--- config.mk ---
export PLATFORM = sky130hd
export DESIGN_NAME = updown_counter
export DESIGN_NICKNAME = d
export VERILOG_FILES = /design/src/hdl/updown_counter_pkg.sv /design/src/hdl/updown_counter.sv /design/src/hdl/pin_filter.sv /design/src/hdl/refresh_tick.sv
export SDC_FILE = /design/constraint.sdc
export NUM_CORES = 1
export LEC_CHECK = 0
export ABC_CLOCK_PERIOD_IN_PS = 9280
export BUFFER_PORTS_ARGS = -buffer_cell sky130_fd_sc_hd__buf_2
export CELL_PAD_IN_SITES_DETAIL_PLACEMENT = 0
export CELL_PAD_IN_SITES_GLOBAL_PLACEMENT = 1
export CORE_ASPECT_RATIO = 1.5
export CORE_MARGIN = 10
export CORE_UTILIZATION = 48
export CTS_CLUSTER_DIAMETER = 100
export DETAILED_ROUTE_END_ITERATION = 16
export PLACE_DENSITY = 0.86
export SLEW_MARGIN = 0
export SYNTH_ARGS = -nofsm -noshare
export SYNTH_HDL_FRONTEND = slang
export SYNTH_SLANG_ARGS = --single-unit
--- constraint.sdc ---
create_clock -name clk -period 9.28 [get_ports clk]
set_input_delay 2.32 -clock clk [delete_from_list [all_inputs] [get_ports clk]]
set_output_delay 2.32 -clock clk [all_outputs]
set_load 0.01 [all_outputs]
--- src/hdl/updown_counter_pkg.sv ---
package updown_counter_pkg;

  // ---------------------------------------------------------------
  // clock and timing
  // ---------------------------------------------------------------
  localparam int unsigned clk_freq_hz = 125_000_000;
  // fixed filter rate of the counter inputs
  localparam int unsigned filter_rate_hz = 50_000;
  // shortest pulse half period at the filter rate, in ns
  localparam int unsigned filter_min_ns = 1_000_000_000 / (2 * filter_rate_hz);
  // stable cycles needed before an input change is accepted (round down)
  localparam int unsigned filter_cycles =
    (filter_min_ns * (clk_freq_hz / 1_000_000)) / 1000 / 4;
  // default cycles between two controller refreshes
  localparam int unsigned refresh_cycles = 1250;

  // ---------------------------------------------------------------
  // apb register map (byte addresses)
  // ---------------------------------------------------------------
  localparam logic [7:0] reg_control = 8'h00;
  localparam logic [7:0] reg_requests = 8'h04;
  localparam logic [7:0] reg_preset = 8'h08;
  localparam logic [7:0] reg_count = 8'h0C;
  localparam logic [7:0] reg_status = 8'h10;

  // control register fields
  localparam int unsigned ctl_type_sel = 0;
  localparam int unsigned ctl_out0 = 1;
  localparam int unsigned ctl_out1 = 2;
  localparam logic [31:0] ctl_reset = 32'h0000_0000;

  // request register fields (level, edge sensitive)
  localparam int unsigned req_open = 0;
  localparam int unsigned req_close = 1;
  localparam int unsigned req_preset = 2;
  localparam int unsigned req_clear = 3;

  // status register fields
  localparam int unsigned st_ovf = 0;
  localparam int unsigned st_udf = 1;
  localparam int unsigned st_gate = 2;
  localparam int unsigned st_simple = 3;
  localparam int unsigned st_linear = 4;
  localparam int unsigned st_in0 = 5;
  localparam int unsigned st_in1 = 6;
  localparam int unsigned st_z = 7;
  localparam int unsigned st_out0 = 8;
  localparam int unsigned st_out1 = 9;

  // counter type select values
  localparam logic type_circular = 1'b0;
  localparam logic type_linear = 1'b1;

  // operating type of a channel
  typedef enum logic [1:0] {
    mode_simple = 2'b00,
    mode_circular = 2'b01,
    mode_linear = 2'b11
  } mode_t;

endpackage

--- src/hdl/updown_counter.sv ---
// Decided for this implementation: the APB register port and the address map.
`timescale 1ns/1ps
// Contract
// - each channel configured independently as one type
// - switch off means simple, else configured type
// - type select 0 circular, 1 linear
// - 32-bit count, signed or unsigned view
// - simple mode counts two-phase, single multiplication
// - fixed input filter, correct to 50 kHz
// - z input never resets, only reported
// - outputs only from manual control values
// - auxiliary inputs only reported as levels
// - status shows channel runs as simple
// - simple mode ignores function configuration
// - overflow/underflow in simple or linear sets flag, freezes count; circular wraps
// - preset or reset clears flags, resumes counting
// - errors reported through status register
// - gate open/close edges, open wins over close level, both edges keep
// - preset edge loads preset value at refresh
// - clear edge resets count at refresh
// - gate closed after reset until opened
module updown_counter #(
  parameter int unsigned refresh_period = updown_counter_pkg::refresh_cycles,
  parameter int unsigned filter_len = updown_counter_pkg::filter_cycles
) (
  // clock and reset
  input wire logic clk,
  input wire logic rst_b,
  // type select switch on the front
  input wire logic type_switch,
  // encoder pins
  input wire logic phase_a,
  input wire logic phase_b,
  input wire logic phase_z,
  // auxiliary digital inputs
  input wire logic aux_in0,
  input wire logic aux_in1,
  // digital outputs
  output logic dig_out0,
  output logic dig_out1,
  // apb slave
  input wire logic psel,
  input wire logic penable,
  input wire logic pwrite,
  input wire logic [7:0] paddr,
  input wire logic [31:0] pwdata,
  output logic [31:0] prdata,
  output logic pready,
  output logic pslverr
);

  // ---------------------------------------------------------------
  // reset release
  // ---------------------------------------------------------------
  logic [1:0] rst_sync; // two-stage release of rst_b
  logic rst_n; // synchronised reset used everywhere

  // assert asynchronously, release through two flops
  always_ff @(posedge clk or negedge rst_b)
  begin
    if (!rst_b)
      rst_sync <= 2'b00;
    else
      rst_sync <= {rst_sync[0], 1'b1};
  end
  assign rst_n = rst_sync[1];

  // ---------------------------------------------------------------
  // input filters and refresh divider
  // ---------------------------------------------------------------
  logic [4:0] raw_pins; // a, b, z, in0, in1
  logic [4:0] pins; // filtered levels
  logic tick; // controller refresh enable

  assign raw_pins = {aux_in1, aux_in0, phase_z, phase_b, phase_a};

  // one filter per pin, fixed rate
  genvar gi;
  generate
    for (gi = 0; gi < 5; gi++)
    begin : g_pin
      pin_filter #(
        .stable_cycles(filter_len)
      ) u_filter (
        .clk(clk),
        .rst_n(rst_n),
        .pin(raw_pins[gi]),
        .level(pins[gi])
      );
    end
  endgenerate

  refresh_tick #(
    .period(refresh_period)
  ) u_tick (
    .clk(clk),
    .rst_n(rst_n),
    .tick(tick)
  );

  // ---------------------------------------------------------------
  // state
  // ---------------------------------------------------------------
  typedef struct packed {
    logic [31:0] count; // the 32-bit counter value
    logic [31:0] preset; // preset load value
    logic [31:0] control; // type select and manual outputs
    logic [3:0] req; // request levels written by software
    logic [3:0] req_prev; // levels seen in the last cycle
    logic [3:0] pend; // edges waiting for the next refresh
    logic gate; // gate open
    logic ovf; // overflow flag
    logic udf; // underflow flag
    logic a_prev; // phase a at last cycle
    logic type_sw; // switch level after the synchroniser
    logic [1:0] sw_sync; // switch synchroniser
    logic [31:0] rdata; // read data register
    logic out0; // digital output 0
    logic out1; // digital output 1
  } state_t;

  state_t s;
  state_t next_s;

  // ---------------------------------------------------------------
  // derived signals
  // ---------------------------------------------------------------
  updown_counter_pkg::mode_t mode; // current operating type
  logic wr; // apb write in access phase
  logic rd; // apb read in access phase
  logic valid_addr; // address decodes to a register
  logic a_rise; // phase a rising edge
  logic up; // direction of this count
  logic [3:0] edges; // rising edges of request levels
  logic [31:0] status; // status word

  // type decode from switch and select value
  always_comb
  begin
    if (!s.type_sw)
      mode = updown_counter_pkg::mode_simple;
    else if (s.control[updown_counter_pkg::ctl_type_sel] ==
             updown_counter_pkg::type_linear)
      mode = updown_counter_pkg::mode_linear;
    else
      mode = updown_counter_pkg::mode_circular;
  end

  assign wr = psel && penable && pwrite;
  assign rd = psel && penable && !pwrite;
  assign valid_addr = (paddr == updown_counter_pkg::reg_control) ||
                      (paddr == updown_counter_pkg::reg_requests) ||
                      (paddr == updown_counter_pkg::reg_preset) ||
                      (paddr == updown_counter_pkg::reg_count) ||
                      (paddr == updown_counter_pkg::reg_status);

  // x1 decode: step on a rise, up when b is low (a leads)
  assign a_rise = pins[0] && !s.a_prev;
  assign up = !pins[1];

  // request edges seen against the level of the previous cycle
  assign edges = s.req & ~s.req_prev;

  // status word; flags and levels only
  always_comb
  begin
    status = '0;
    status[updown_counter_pkg::st_ovf] = s.ovf;
    status[updown_counter_pkg::st_udf] = s.udf;
    status[updown_counter_pkg::st_gate] = s.gate;
    status[updown_counter_pkg::st_simple] =
      (mode == updown_counter_pkg::mode_simple);
    status[updown_counter_pkg::st_linear] =
      (mode == updown_counter_pkg::mode_linear);
    status[updown_counter_pkg::st_in0] = pins[3];
    status[updown_counter_pkg::st_in1] = pins[4];
    status[updown_counter_pkg::st_z] = pins[2];
    status[updown_counter_pkg::st_out0] = s.out0;
    status[updown_counter_pkg::st_out1] = s.out1;
  end

  // ---------------------------------------------------------------
  // next state
  // ---------------------------------------------------------------
  always_comb
  begin
    next_s = s;
    next_s.a_prev = pins[0];
    next_s.sw_sync = {s.sw_sync[0], type_switch};
    // switch level follows the synchroniser in every cycle
    if (s.sw_sync[1] != s.type_sw)
      next_s.type_sw = s.sw_sync[1];

    // software writes
    if (wr)
    begin
      unique case (paddr)
        updown_counter_pkg::reg_control:
          next_s.control = pwdata;
        updown_counter_pkg::reg_requests:
          next_s.req = pwdata[3:0];
        updown_counter_pkg::reg_preset:
          next_s.preset = pwdata;
        default:
          next_s.control = s.control;
      endcase
    end

    // edges wait for the next refresh; set wins over the clear
    next_s.pend = s.pend | edges;
    next_s.req_prev = s.req;

    // count pulses while gate open and not frozen
    if (s.gate && a_rise)
    begin
      if (mode == updown_counter_pkg::mode_circular)
        next_s.count = up ? s.count + 32'h0000_0001
                          : s.count - 32'h0000_0001;
      else if (s.ovf || s.udf)
        next_s.count = s.count;
      else if (up && s.count == 32'h7FFF_FFFF)
        next_s.ovf = 1'b1;
      else if (!up && s.count == 32'h8000_0000)
        next_s.udf = 1'b1;
      else
        next_s.count = up ? s.count + 32'h0000_0001
                          : s.count - 32'h0000_0001;
    end

    // refresh: apply pending requests
    if (tick)
    begin
      next_s.pend = edges;
      // open wins over close level; both edges keep gate
      if (s.pend[updown_counter_pkg::req_open] &&
          s.pend[updown_counter_pkg::req_close])
        next_s.gate = s.gate;
      else if (s.pend[updown_counter_pkg::req_open])
        next_s.gate = 1'b1;
      else if (s.pend[updown_counter_pkg::req_close])
        next_s.gate = 1'b0;
      // clear and preset act regardless of gate
      if (s.pend[updown_counter_pkg::req_clear])
      begin
        next_s.count = 32'h0000_0000;
        next_s.ovf = 1'b0;
        next_s.udf = 1'b0;
      end
      else if (s.pend[updown_counter_pkg::req_preset])
      begin
        next_s.count = s.preset;
        next_s.ovf = 1'b0;
        next_s.udf = 1'b0;
      end
      // manual outputs only, in every type
      next_s.out0 = s.control[updown_counter_pkg::ctl_out0];
      next_s.out1 = s.control[updown_counter_pkg::ctl_out1];
    end

    // read data
    next_s.rdata = '0;
    if (psel && !penable && !pwrite)
    begin
      unique case (paddr)
        updown_counter_pkg::reg_control:
          next_s.rdata = s.control;
        updown_counter_pkg::reg_requests:
          next_s.rdata = {28'h000_0000, s.req};
        updown_counter_pkg::reg_preset:
          next_s.rdata = s.preset;
        updown_counter_pkg::reg_count:
          next_s.rdata = s.count;
        updown_counter_pkg::reg_status:
          next_s.rdata = status;
        default:
          next_s.rdata = '0;
      endcase
    end
    else if (rd)
    begin
      next_s.rdata = s.rdata;
    end
  end

  // ---------------------------------------------------------------
  // state register; gate closed from reset
  // ---------------------------------------------------------------
  always_ff @(posedge clk or negedge rst_n)
  begin
    if (!rst_n)
    begin
      s <= '0;
      s.control <= updown_counter_pkg::ctl_reset;
    end
    else
    begin
      s <= next_s;
    end
  end

  // ---------------------------------------------------------------
  // outputs
  // ---------------------------------------------------------------
  assign dig_out0 = s.out0;
  assign dig_out1 = s.out1;
  assign prdata = s.rdata;
  assign pready = 1'b1;
  assign pslverr = psel && penable && !valid_addr;

endmodule

--- src/hdl/pin_filter.sv ---
`timescale 1ns/1ps
// ---------------------------------------------------------------
// three-stage synchroniser with a stability filter
// ---------------------------------------------------------------
module pin_filter #(
  parameter int unsigned stable_cycles = 4
) (
  // clock and reset
  input wire logic clk,
  input wire logic rst_n,
  // raw pin and filtered level
  input wire logic pin,
  output logic level
);

  localparam int unsigned cw = $clog2(stable_cycles + 1);

  typedef struct packed {
    logic [2:0] sync;
    logic [cw-1:0] cnt;
    logic level;
  } state_t;

  state_t s;
  state_t next_s;

  // filter: change counts once stages two and three agree and hold
  always_comb
  begin
    next_s = s;
    next_s.sync = {s.sync[1:0], pin};
    if (s.sync[2] != s.sync[1] || s.sync[2] == s.level)
    begin
      next_s.cnt = '0;
    end
    else if (s.cnt >= cw'(stable_cycles - 1))
    begin
      next_s.level = s.sync[2];
      next_s.cnt = '0;
    end
    else
    begin
      next_s.cnt = s.cnt + cw'(1);
    end
  end

  // state register
  always_ff @(posedge clk or negedge rst_n)
  begin
    if (!rst_n)
      s <= '0;
    else
      s <= next_s;
  end

  assign level = s.level;

endmodule

--- src/hdl/refresh_tick.sv ---
`timescale 1ns/1ps
// ---------------------------------------------------------------
// refresh divider: one-cycle enable every period cycles
// ---------------------------------------------------------------
module refresh_tick #(
  parameter int unsigned period = 1250
) (
  // clock and reset
  input wire logic clk,
  input wire logic rst_n,
  // refresh enable pulse
  output logic tick
);

  localparam int unsigned cw = $clog2(period + 1);

  typedef struct packed {
    logic [cw-1:0] cnt;
    logic tick;
  } state_t;

  state_t s;
  state_t next_s;

  // count down and pulse at wrap
  always_comb
  begin
    next_s = s;
    next_s.tick = 1'b0;
    if (s.cnt == '0)
    begin
      next_s.cnt = cw'(period - 1);
      next_s.tick = 1'b1;
    end
    else
    begin
      next_s.cnt = s.cnt - cw'(1);
    end
  end

  // state register
  always_ff @(posedge clk or negedge rst_n)
  begin
    if (!rst_n)
      s <= '0;
    else
      s <= next_s;
  end

  assign tick = s.tick;

endmodule

==> metrics.cfg, run 1 <==
[cts]
clock_latency_ns=0.54
clk_path_buf_depth=3
hold_buffers=0
cts_tree=built
cts.sink_count=228
cts_setup_buffers=0
root_buffer=clkbuf_16
clk_pin_slew_ns=0.06
cts_max_level=1
numCtsBuffers=23
post_cts_resized=0

[finish]
final_cell_mix=227 x dfrtp_1, 114 x nand2_1, 101 x nor2_1
multiInputGateArea_sq_um=5530
final_common_cell=dfrtp_1
final_area_sq_um=13000
final_util=0.537
seqCellArea_sq_um=5710
fin_cells=1529
areaGrowthSynthToFinish_pct=10.6
layout-drive-gt1-share=0.204
antennaDiodeCount=0
fill_cells=2210
final_nets=1277

[grt]
antenna_found_initial=0
grt_max_degree=77
grt_use_total=0.177
grt_pass1_vias=8943
overflow=0
grt_first_pass_wirelength_mm=45.8

[power]
vdd_ir_drop_max_mv=0.137
leakagePower_nw=6.14
p_per_area_nw_per_um2=156
total_power_mw=2.03

[setup_path]
worstPathRequired_ns=6.96
worstSetupEndpointType=output pin
rr_endpoint=s[148]
reg2reg_slack_ns=5.84
start_kind=input port
crit_start=paddr[2]
r2r_cells=11
crit_type=input port to output pin
crit_arrival_ns=3.96
crit_fanout=31
r2r_start=g_pin[1].u_filter.level

[run_status]
run_status=complete, no violations

[routing]
totalWireLength_mm=27.8
vias=8725
drt_iter0_drc=449
viasPerCell=5.71
dr.pass1.iters=8
wire_per_inst_um=18.2
drc=0
ant_nets=0

[timing]
clock_skew_ns=0.0302
setup_viol=0
fin_crit_ns=6.28
setup_tns_ns=0
slew_violations=0
fin_crit_sh=0.677
tightestPinTransition_ns=1.20
grt_setup_unrepaired=no
fmax_ghz=0.159
maxSlewHeadroom=0.196
hold_viol_final=0

[yosys]
synth.area.top_cells=dfrtp_1 48%, mux2_2 8.8%, ha_1 3.8%
synth.distinct_cells=67
synth_edf_count=0
async_flop_share=1.00
synth_top_area_share=0.485
yosys.area.top_type=dfrtp_1
yosysSeqAreaShare=0.485
netlist_area_sq_um=11800
ys_ff_latch=228
ys.flop_type=dfrtp_1
syn-instance-count=1140
ys.warnings.count=0
syn_avg_cell_area_sq_um=10.3

[floorplan]
coreArea_sq_um=24300
fp-row-count=70
io_pins=87
die_x_um=148
die_area_sq_um=31300
die_y_um=212
initial_core_util=0.485

[worst_hold_path]
hp-class=flop to flop
hold_depth=0
hold_start=s[35]
min_to=s[36]

[place]
globalplace.congestion=0.849
numPortBuffers=85
numPlacedInstances=1488
place_area_sq_um=12300
hpwl_mm=20.4

[job]
max-cap-violations=0

worst max path at each step:
stage	slack [ns]	to	cells past startpoint
after detailed placement	3.01	pslverr	9
final	3.00	pslverr	9
after CTS	3.00	pslverr	9
after global routing	2.87	pslverr	9
after floorplan	2.46	dig_out0	0
after global placement	3.03	pslverr	9
report_power, final:
part	leakage [nW]	switching, mW	internal (mW)
logic	2.67	0.0453	0.0231
clock network	0.374	0.399	0.535
registers	3.09	0.0209	1.01
cells by family (layout without fill, tap and decap cells):
logic type	after synthesis	after routing	synth area share
buffers and inverters	101	165	0.0461
other	1	2	0.000319
DFF	228	228	0.485
and+or+nand+nor	333	333	0.129
muxes	110	110	0.104
AOI/OAI and AO/OA	257	257	0.142
xor gates and xnor gates	73	73	0.0543
adders and majority gates	37	37	0.0400
metrics by stage:
step,setup WS (ns),hold slack [ns]
floorplan,2.46,0.331
global placement,3.03,0.335
detailed placement,3.01,0.336
CTS,3.00,0.347
global route,2.87,0.355
finish,3.00,0.342
sequential cells by signal, indices dropped and copies added (netlist names):
register               count
next_s                     5
g_pin.u_filter.next_s     10
s                        110
u_tick.tick                1
dig_out0                   1
u_tick.s                  11
dig_out1                   1
g_pin.u_filter.level       5
rst_sync                   2
prdata                    32
g_pin.u_filter.s          50
area by class of cell:
class,count,share of cell area
clock buffers,32,0.0514
flip-flops and latches,228,0.438
well taps,324,0.0311
repair buffers,96,0.0390
clock inverters,9,0.00692
inverters,28,0.00807
multi-input cells,812,0.425
layer usage:
| layer | vias to the layer above | GRT usage | share of wire |
|---|---|---|---|
| met2 | 187 | 0.321 | 0.53 |
| li1 | 4147 | - | - |
| met4 | 0 | 0.0668 | 0.032 |
| met1 | 4331 | 0.203 | 0.40 |
| met3 | 60 | 0.0280 | 0.039 |
| met5 | - | 0 | 0 |
cells in the mapped netlist (4+ instances only):
cell and number:
mux2_2 92, nand4_1 17, mux2i_1 14, inv_1 28, nor2_1 102, a21o_1 15, o21bai_1 4, ha_1 36
mux2_1 4, a22oi_1 31, o21ai_1 11, o22ai_1 6, nor4_1 9, xnor2_1 45, a21oi_1 51, a32oi_1 7
nand2b_1 4, and3_1 11, a222oi_1 6, o31ai_1 8, nor3_1 17, o21ai_0 77, nand2_1 114, or3_1 7
buf_2 8, dfrtp_1 228, buf_4 36, and4_1 4, a22o_1 9, xor2_1 28, nand3_1 29, clkbuf_1 21
buf_1 6, and2_1 4
critical path, cell delays in order:
cell	delay (ns)
buf_2	0.55
nor2_1	0.08
buf_4	0.24
nand2_1	0.09
nor3_1	0.04
buf_4	0.17
nor2_1	0.13
and3_1	0.18
buf_2	0.14
No activity file was read; power rests on OpenSTA's default activity.
==> inputs of run 2 (changes only) <==
- ABC_CLOCK_PERIOD_IN_PS: 9280 -> 5300
- CORE_UTILIZATION: 48 -> 43
- PLACE_DENSITY: 0.86 -> 0.82
- clock period: 9.28 -> 5.3 ns (I/O delays scaled with it)
==> metrics.cfg, run 2 (synthesized netlist as in run 1, its figures left out) <==
[run_status]
run_status=complete, no violations

[timing]
slew_violations=0
hold_viol_final=0
grt_setup_unrepaired=no
worst_hold_slack_ns=0.345
maxSlewHeadroom=0.149
fmax_ghz=0.241
tightestPinTransition_ns=1.27
fin_crit_sh=0.783
setup_tns_ns=0
setup_slack_ns=1.15
setup_viol=0
fin_crit_ns=4.15
clock_skew_ns=0.0119

[cts]
root_buffer=clkbuf_16
clk_pin_slew_ns=0.06
post_cts_resized=0
cts_max_level=1
cts_setup_buffers=0
hold_buffers=0
cts.sink_count=228
numCtsBuffers=25
cts_tree=built
clock_latency_ns=0.53
clk_path_buf_depth=3

[setup_path]
crit_arrival_ns=2.82
rr_endpoint=s[147]
crit_fanout=11
crit_end=pslverr
r2r_start=g_pin[1].u_filter.level
crit_start=paddr[0]
path_buf_inv=3
worstSetupEndpointType=output pin
worstPathRequired_ns=3.97
crit_top_cell=buf_2
critical-path-max-stage-delay_ns=0.59
start_kind=input port
crit_chain=buf_2 > or4_1 > nor3_1 > buf_4 > nor2_1 > and3_1 > buf_2
cp.depth=7
reg2reg_slack_ns=1.79
crit_family=simple AND/OR/NAND/NOR gates
r2r_cells=11
slowest_stage=or4_1
crit_type=input port to output pin

[place]
globalplace.congestion=0.853
hpwl_mm=20.5
numPortBuffers=85
pre_cts_slack_ns=1.14

[floorplan]
die_x_um=155
die_area_sq_um=34500
fp-row-count=74
initial_core_util=0.434
die_y_um=223
io_pins=87
coreArea_sq_um=27100

[routing]
drc=0
drt_iter0_drc=504
viasPerCell=5.57
wire_per_inst_um=18.3
vias=8648
ant_nets=0
totalWireLength_mm=28.3
dr.pass1.iters=5

[worst_hold_path]
hp-class=flop to flop
hold_depth=0

[power]
vdd_ir_drop_max_mv=0.248
p_per_area_nw_per_um2=278
leakagePower_nw=6.19

[finish]
seqCellArea_sq_um=5710
final_common_cell=dfrtp_1
regMostFlops=s
final_util=0.484
final_nets=1281
fill_cells=2522
antennaDiodeCount=0
areaGrowthSynthToFinish_pct=11.5
layout-drive-gt1-share=0.207
final_cell_mix=227 x dfrtp_1, 114 x nand2_1, 101 x nor2_1
largest_reg_flops=110
multiInputGateArea_sq_um=5530

[grt]
antenna_found_initial=0
overflow=0
grt_max_degree=111
grt_pass1_vias=9050
grt_use_total=0.163
grt_first_pass_wirelength_mm=46.8

[job]
max-cap-violations=0

run 2: changes by cell type in the layout (fill, tap and decap cells not counted), sizes merged:
cell,before,now
clkbuf,32,37
buf,96,98
clkinvlp,2,1
inv,29,28
run 2: power by group:
group	internal, mW	leakage [nW]	switching, mW
Sequential	1.77	3.09	0.0355
Combinational	0.0417	2.69	0.0797
Clock	1.02	0.404	0.694
run 2: per-layer routing:
layer  track usage  part of all wire  routed length, um  up-vias
li1              -                 -                  -     4155
met1         0.185              0.39              11100     4283
met2         0.302              0.55              15500      165
met3        0.0234             0.039               1100       45
met4        0.0492             0.023                666        0
met5             0                 0                  0        -
run 2: worst register-to-register path: stages, from the launching register on:
cell      delay, ns
dfrtp_1        0.92
buf_4          0.30
fa_1           0.22
a21o_1         0.16
nand3_2        0.09
a31o_1         0.25
o31a_1         0.31
o31a_1         0.35
o311ai_1       0.32
o211ai_1       0.18
xor2_1         0.21
o21ai_2        0.07
run 2: metrics by stage:
stage / total power [mW] / instance area [sq um] / std cells
after detailed placement: 1.96 / 12300 / 1508
after global routing: 3.79 / 13100 / 1552
after floorplan: 1.90 / 11800 / 1141
after CTS: 3.69 / 13100 / 1552
final: 3.64 / 13100 / 1552
after global placement: 1.96 / 12300 / 1508
run 2: worst min-delay path by stage:
stage                                 startpoint                      endpoint  slack (ns)
floorplan                            rst_sync[0]                   rst_sync[1]        0.33
global placement    g_pin[2].u_filter.next_s[11]  g_pin[2].u_filter.next_s[12]        0.34
detailed placement                         s[35]                         s[36]        0.34
CTS                                  rst_sync[0]                   rst_sync[1]        0.35
global route        g_pin[0].u_filter.next_s[11]  g_pin[0].u_filter.next_s[12]        0.35
finish              g_pin[0].u_filter.next_s[11]  g_pin[0].u_filter.next_s[12]        0.35
run 2: area by class of cell:
cell class / instances / share of cell area
sequential: 228 / 0.435
clock buffer: 37 / 0.0572
tap: 342 / 0.0326
clock inverter: 7 / 0.00505
inverter: 28 / 0.00801
timing repair buffer: 98 / 0.0408
multi-input combinational: 812 / 0.421
==> inputs of run 3 (changes only) <==
- ABC_CLOCK_PERIOD_IN_PS: 5300 -> 3700
- clock period: 5.3 -> 3.7 ns (I/O delays scaled with it)
==> metrics.cfg, run 3 (synthesized netlist as in run 1, its figures left out) <==
[run_status]
run_status=complete, no violations

[routing]
met3_length_um=953
met2WireLength_mm=15.1
top_layer_used=met4
wire_per_inst_um=18.1
viasPerCell=5.53
drc=0
ant_nets=0
wl_met1_mm=11.5
vias=8577
drt_iter0_drc=535
dr.pass1.iters=5
totalWireLength_mm=28.1

[cts]
hold_buffers=0
post_cts_resized=0
clock_latency_ns=0.52
cts_setup_buffers=0
numCtsBuffers=24
cts_max_level=1
clk_pin_slew_ns=0.05
root_buffer=clkbuf_16
clk_path_buf_depth=3
cts_tree=built
cts.sink_count=228

[grt]
antenna_found_initial=0
grt_use_total=0.162
grt_first_pass_wirelength_mm=47.2
overflow=0
grt_pass1_vias=9236
grt_max_degree=87

[power]
leakagePower_nw=6.20
p_per_area_nw_per_um2=393
swShare=0.217
power.share.clock=0.466
p_sw_mw=1.12
intPower_mw=4.05
seqPwrFrac=0.499
total_power_mw=5.18
vdd_ir_drop_max_mv=0.426
combinationalPowerShare=0.036

[finish]
final_util=0.485
final_cell_mix=227 x dfrtp_1, 114 x nand2_1, 101 x nor2_1
final_area_sq_um=13200
largest_reg_flops=110
final_common_cell=dfrtp_1
regMostFlops=s
final_nets=1287
antennaDiodeCount=0
fill_cells=2481
fin_cells=1552
areaGrowthSynthToFinish_pct=11.8
layout-drive-gt1-share=0.207

[setup_path]
crit_type=input port to output pin
crit_arrival_ns=2.34
r2r_start=g_pin[1].u_filter.level
reg2reg_slack_ns=0.52
crit_start=paddr[0]
worstPathRequired_ns=2.77
crit_end=pslverr
rr_endpoint=s[146]
r2r_cells=10
worstSetupEndpointType=output pin
start_kind=input port
crit_fanout=3

[timing]
maxSlewHeadroom=0.505
tightestPinTransition_ns=0.742
setup_slack_ns=0.438
fin_crit_sh=0.882
hold_viol_final=0
setup_viol=0
fmax_ghz=0.307
worst_hold_slack_ns=0.195
grt_setup_unrepaired=no
slew_violations=0
fin_crit_ns=3.26
setup_tns_ns=0
clock_skew_ns=0.0221

[place]
hpwl_mm=20.7
numPortBuffers=85
globalplace.congestion=0.857
pre_cts_slack_ns=0.431
place_area_sq_um=12400
numPlacedInstances=1515

[worst_hold_path]
hp-class=input port to asynchronous set/reset pin

[floorplan]
die_area_sq_um=34500
fp-row-count=74
die_x_um=155
io_pins=87
die_y_um=223
initial_core_util=0.434
coreArea_sq_um=27100

[job]
max-cap-violations=0

## run 3: changes by cell type in the layout (fill, tap and decap cells not counted), sizes merged
cell,change
buf,+7
clkinv,-4
clkbuf,-3
bufinv,+1
clkinvlp,-1
## run 3: how the worst min path moves through the flow
stage	to	cells past startpoint
2_1_floorplan	g_pin[0].u_filter.next_s[12]	0
3_3_place_gp	s[36]	0
3_5_place_dp	s[36]	0
4_1_cts	rst_sync[1]	1
5_1_grt	rst_sync[1]	1
6_report	rst_sync[1]	1
## run 3: layout make-up
type | count | area (sq um) | area share
Sequential cell | 228 | 5710 | 0.434
Multi-Input combinational cell | 812 | 5530 | 0.420
Clock buffer | 34 | 709 | 0.0539
Timing Repair Buffer | 105 | 613 | 0.0466
Tap cell | 342 | 428 | 0.0325
Inverter | 28 | 105 | 0.00798
Clock inverter | 3 | 65.1 | 0.00494
## run 3: critical path: stages
cell and delay (ns):
buf_2 0.09, or4_1 0.59, nor3_1 0.29, nor2_1 0.11, and3_1 0.19, buf_2 0.14
## run 3: power by group through the flow
stage          clock network [mW]  logic (mW)  registers [mW]
3_5_place_dp                    0       0.188            2.63
4_1_cts                      2.48       0.189            2.58
2_1_floorplan                   0      0.0833            2.64
3_3_place_gp                    0       0.185            2.63
5_1_grt                      2.57       0.209            2.59
6_report                     2.41       0.184            2.58
## run 3: layer usage
metal,global-route usage,up-vias
met5,0,-
met2,0.296,124
met3,0.0249,43
met4,0.0467,0
met1,0.188,4249
li1,-,4161
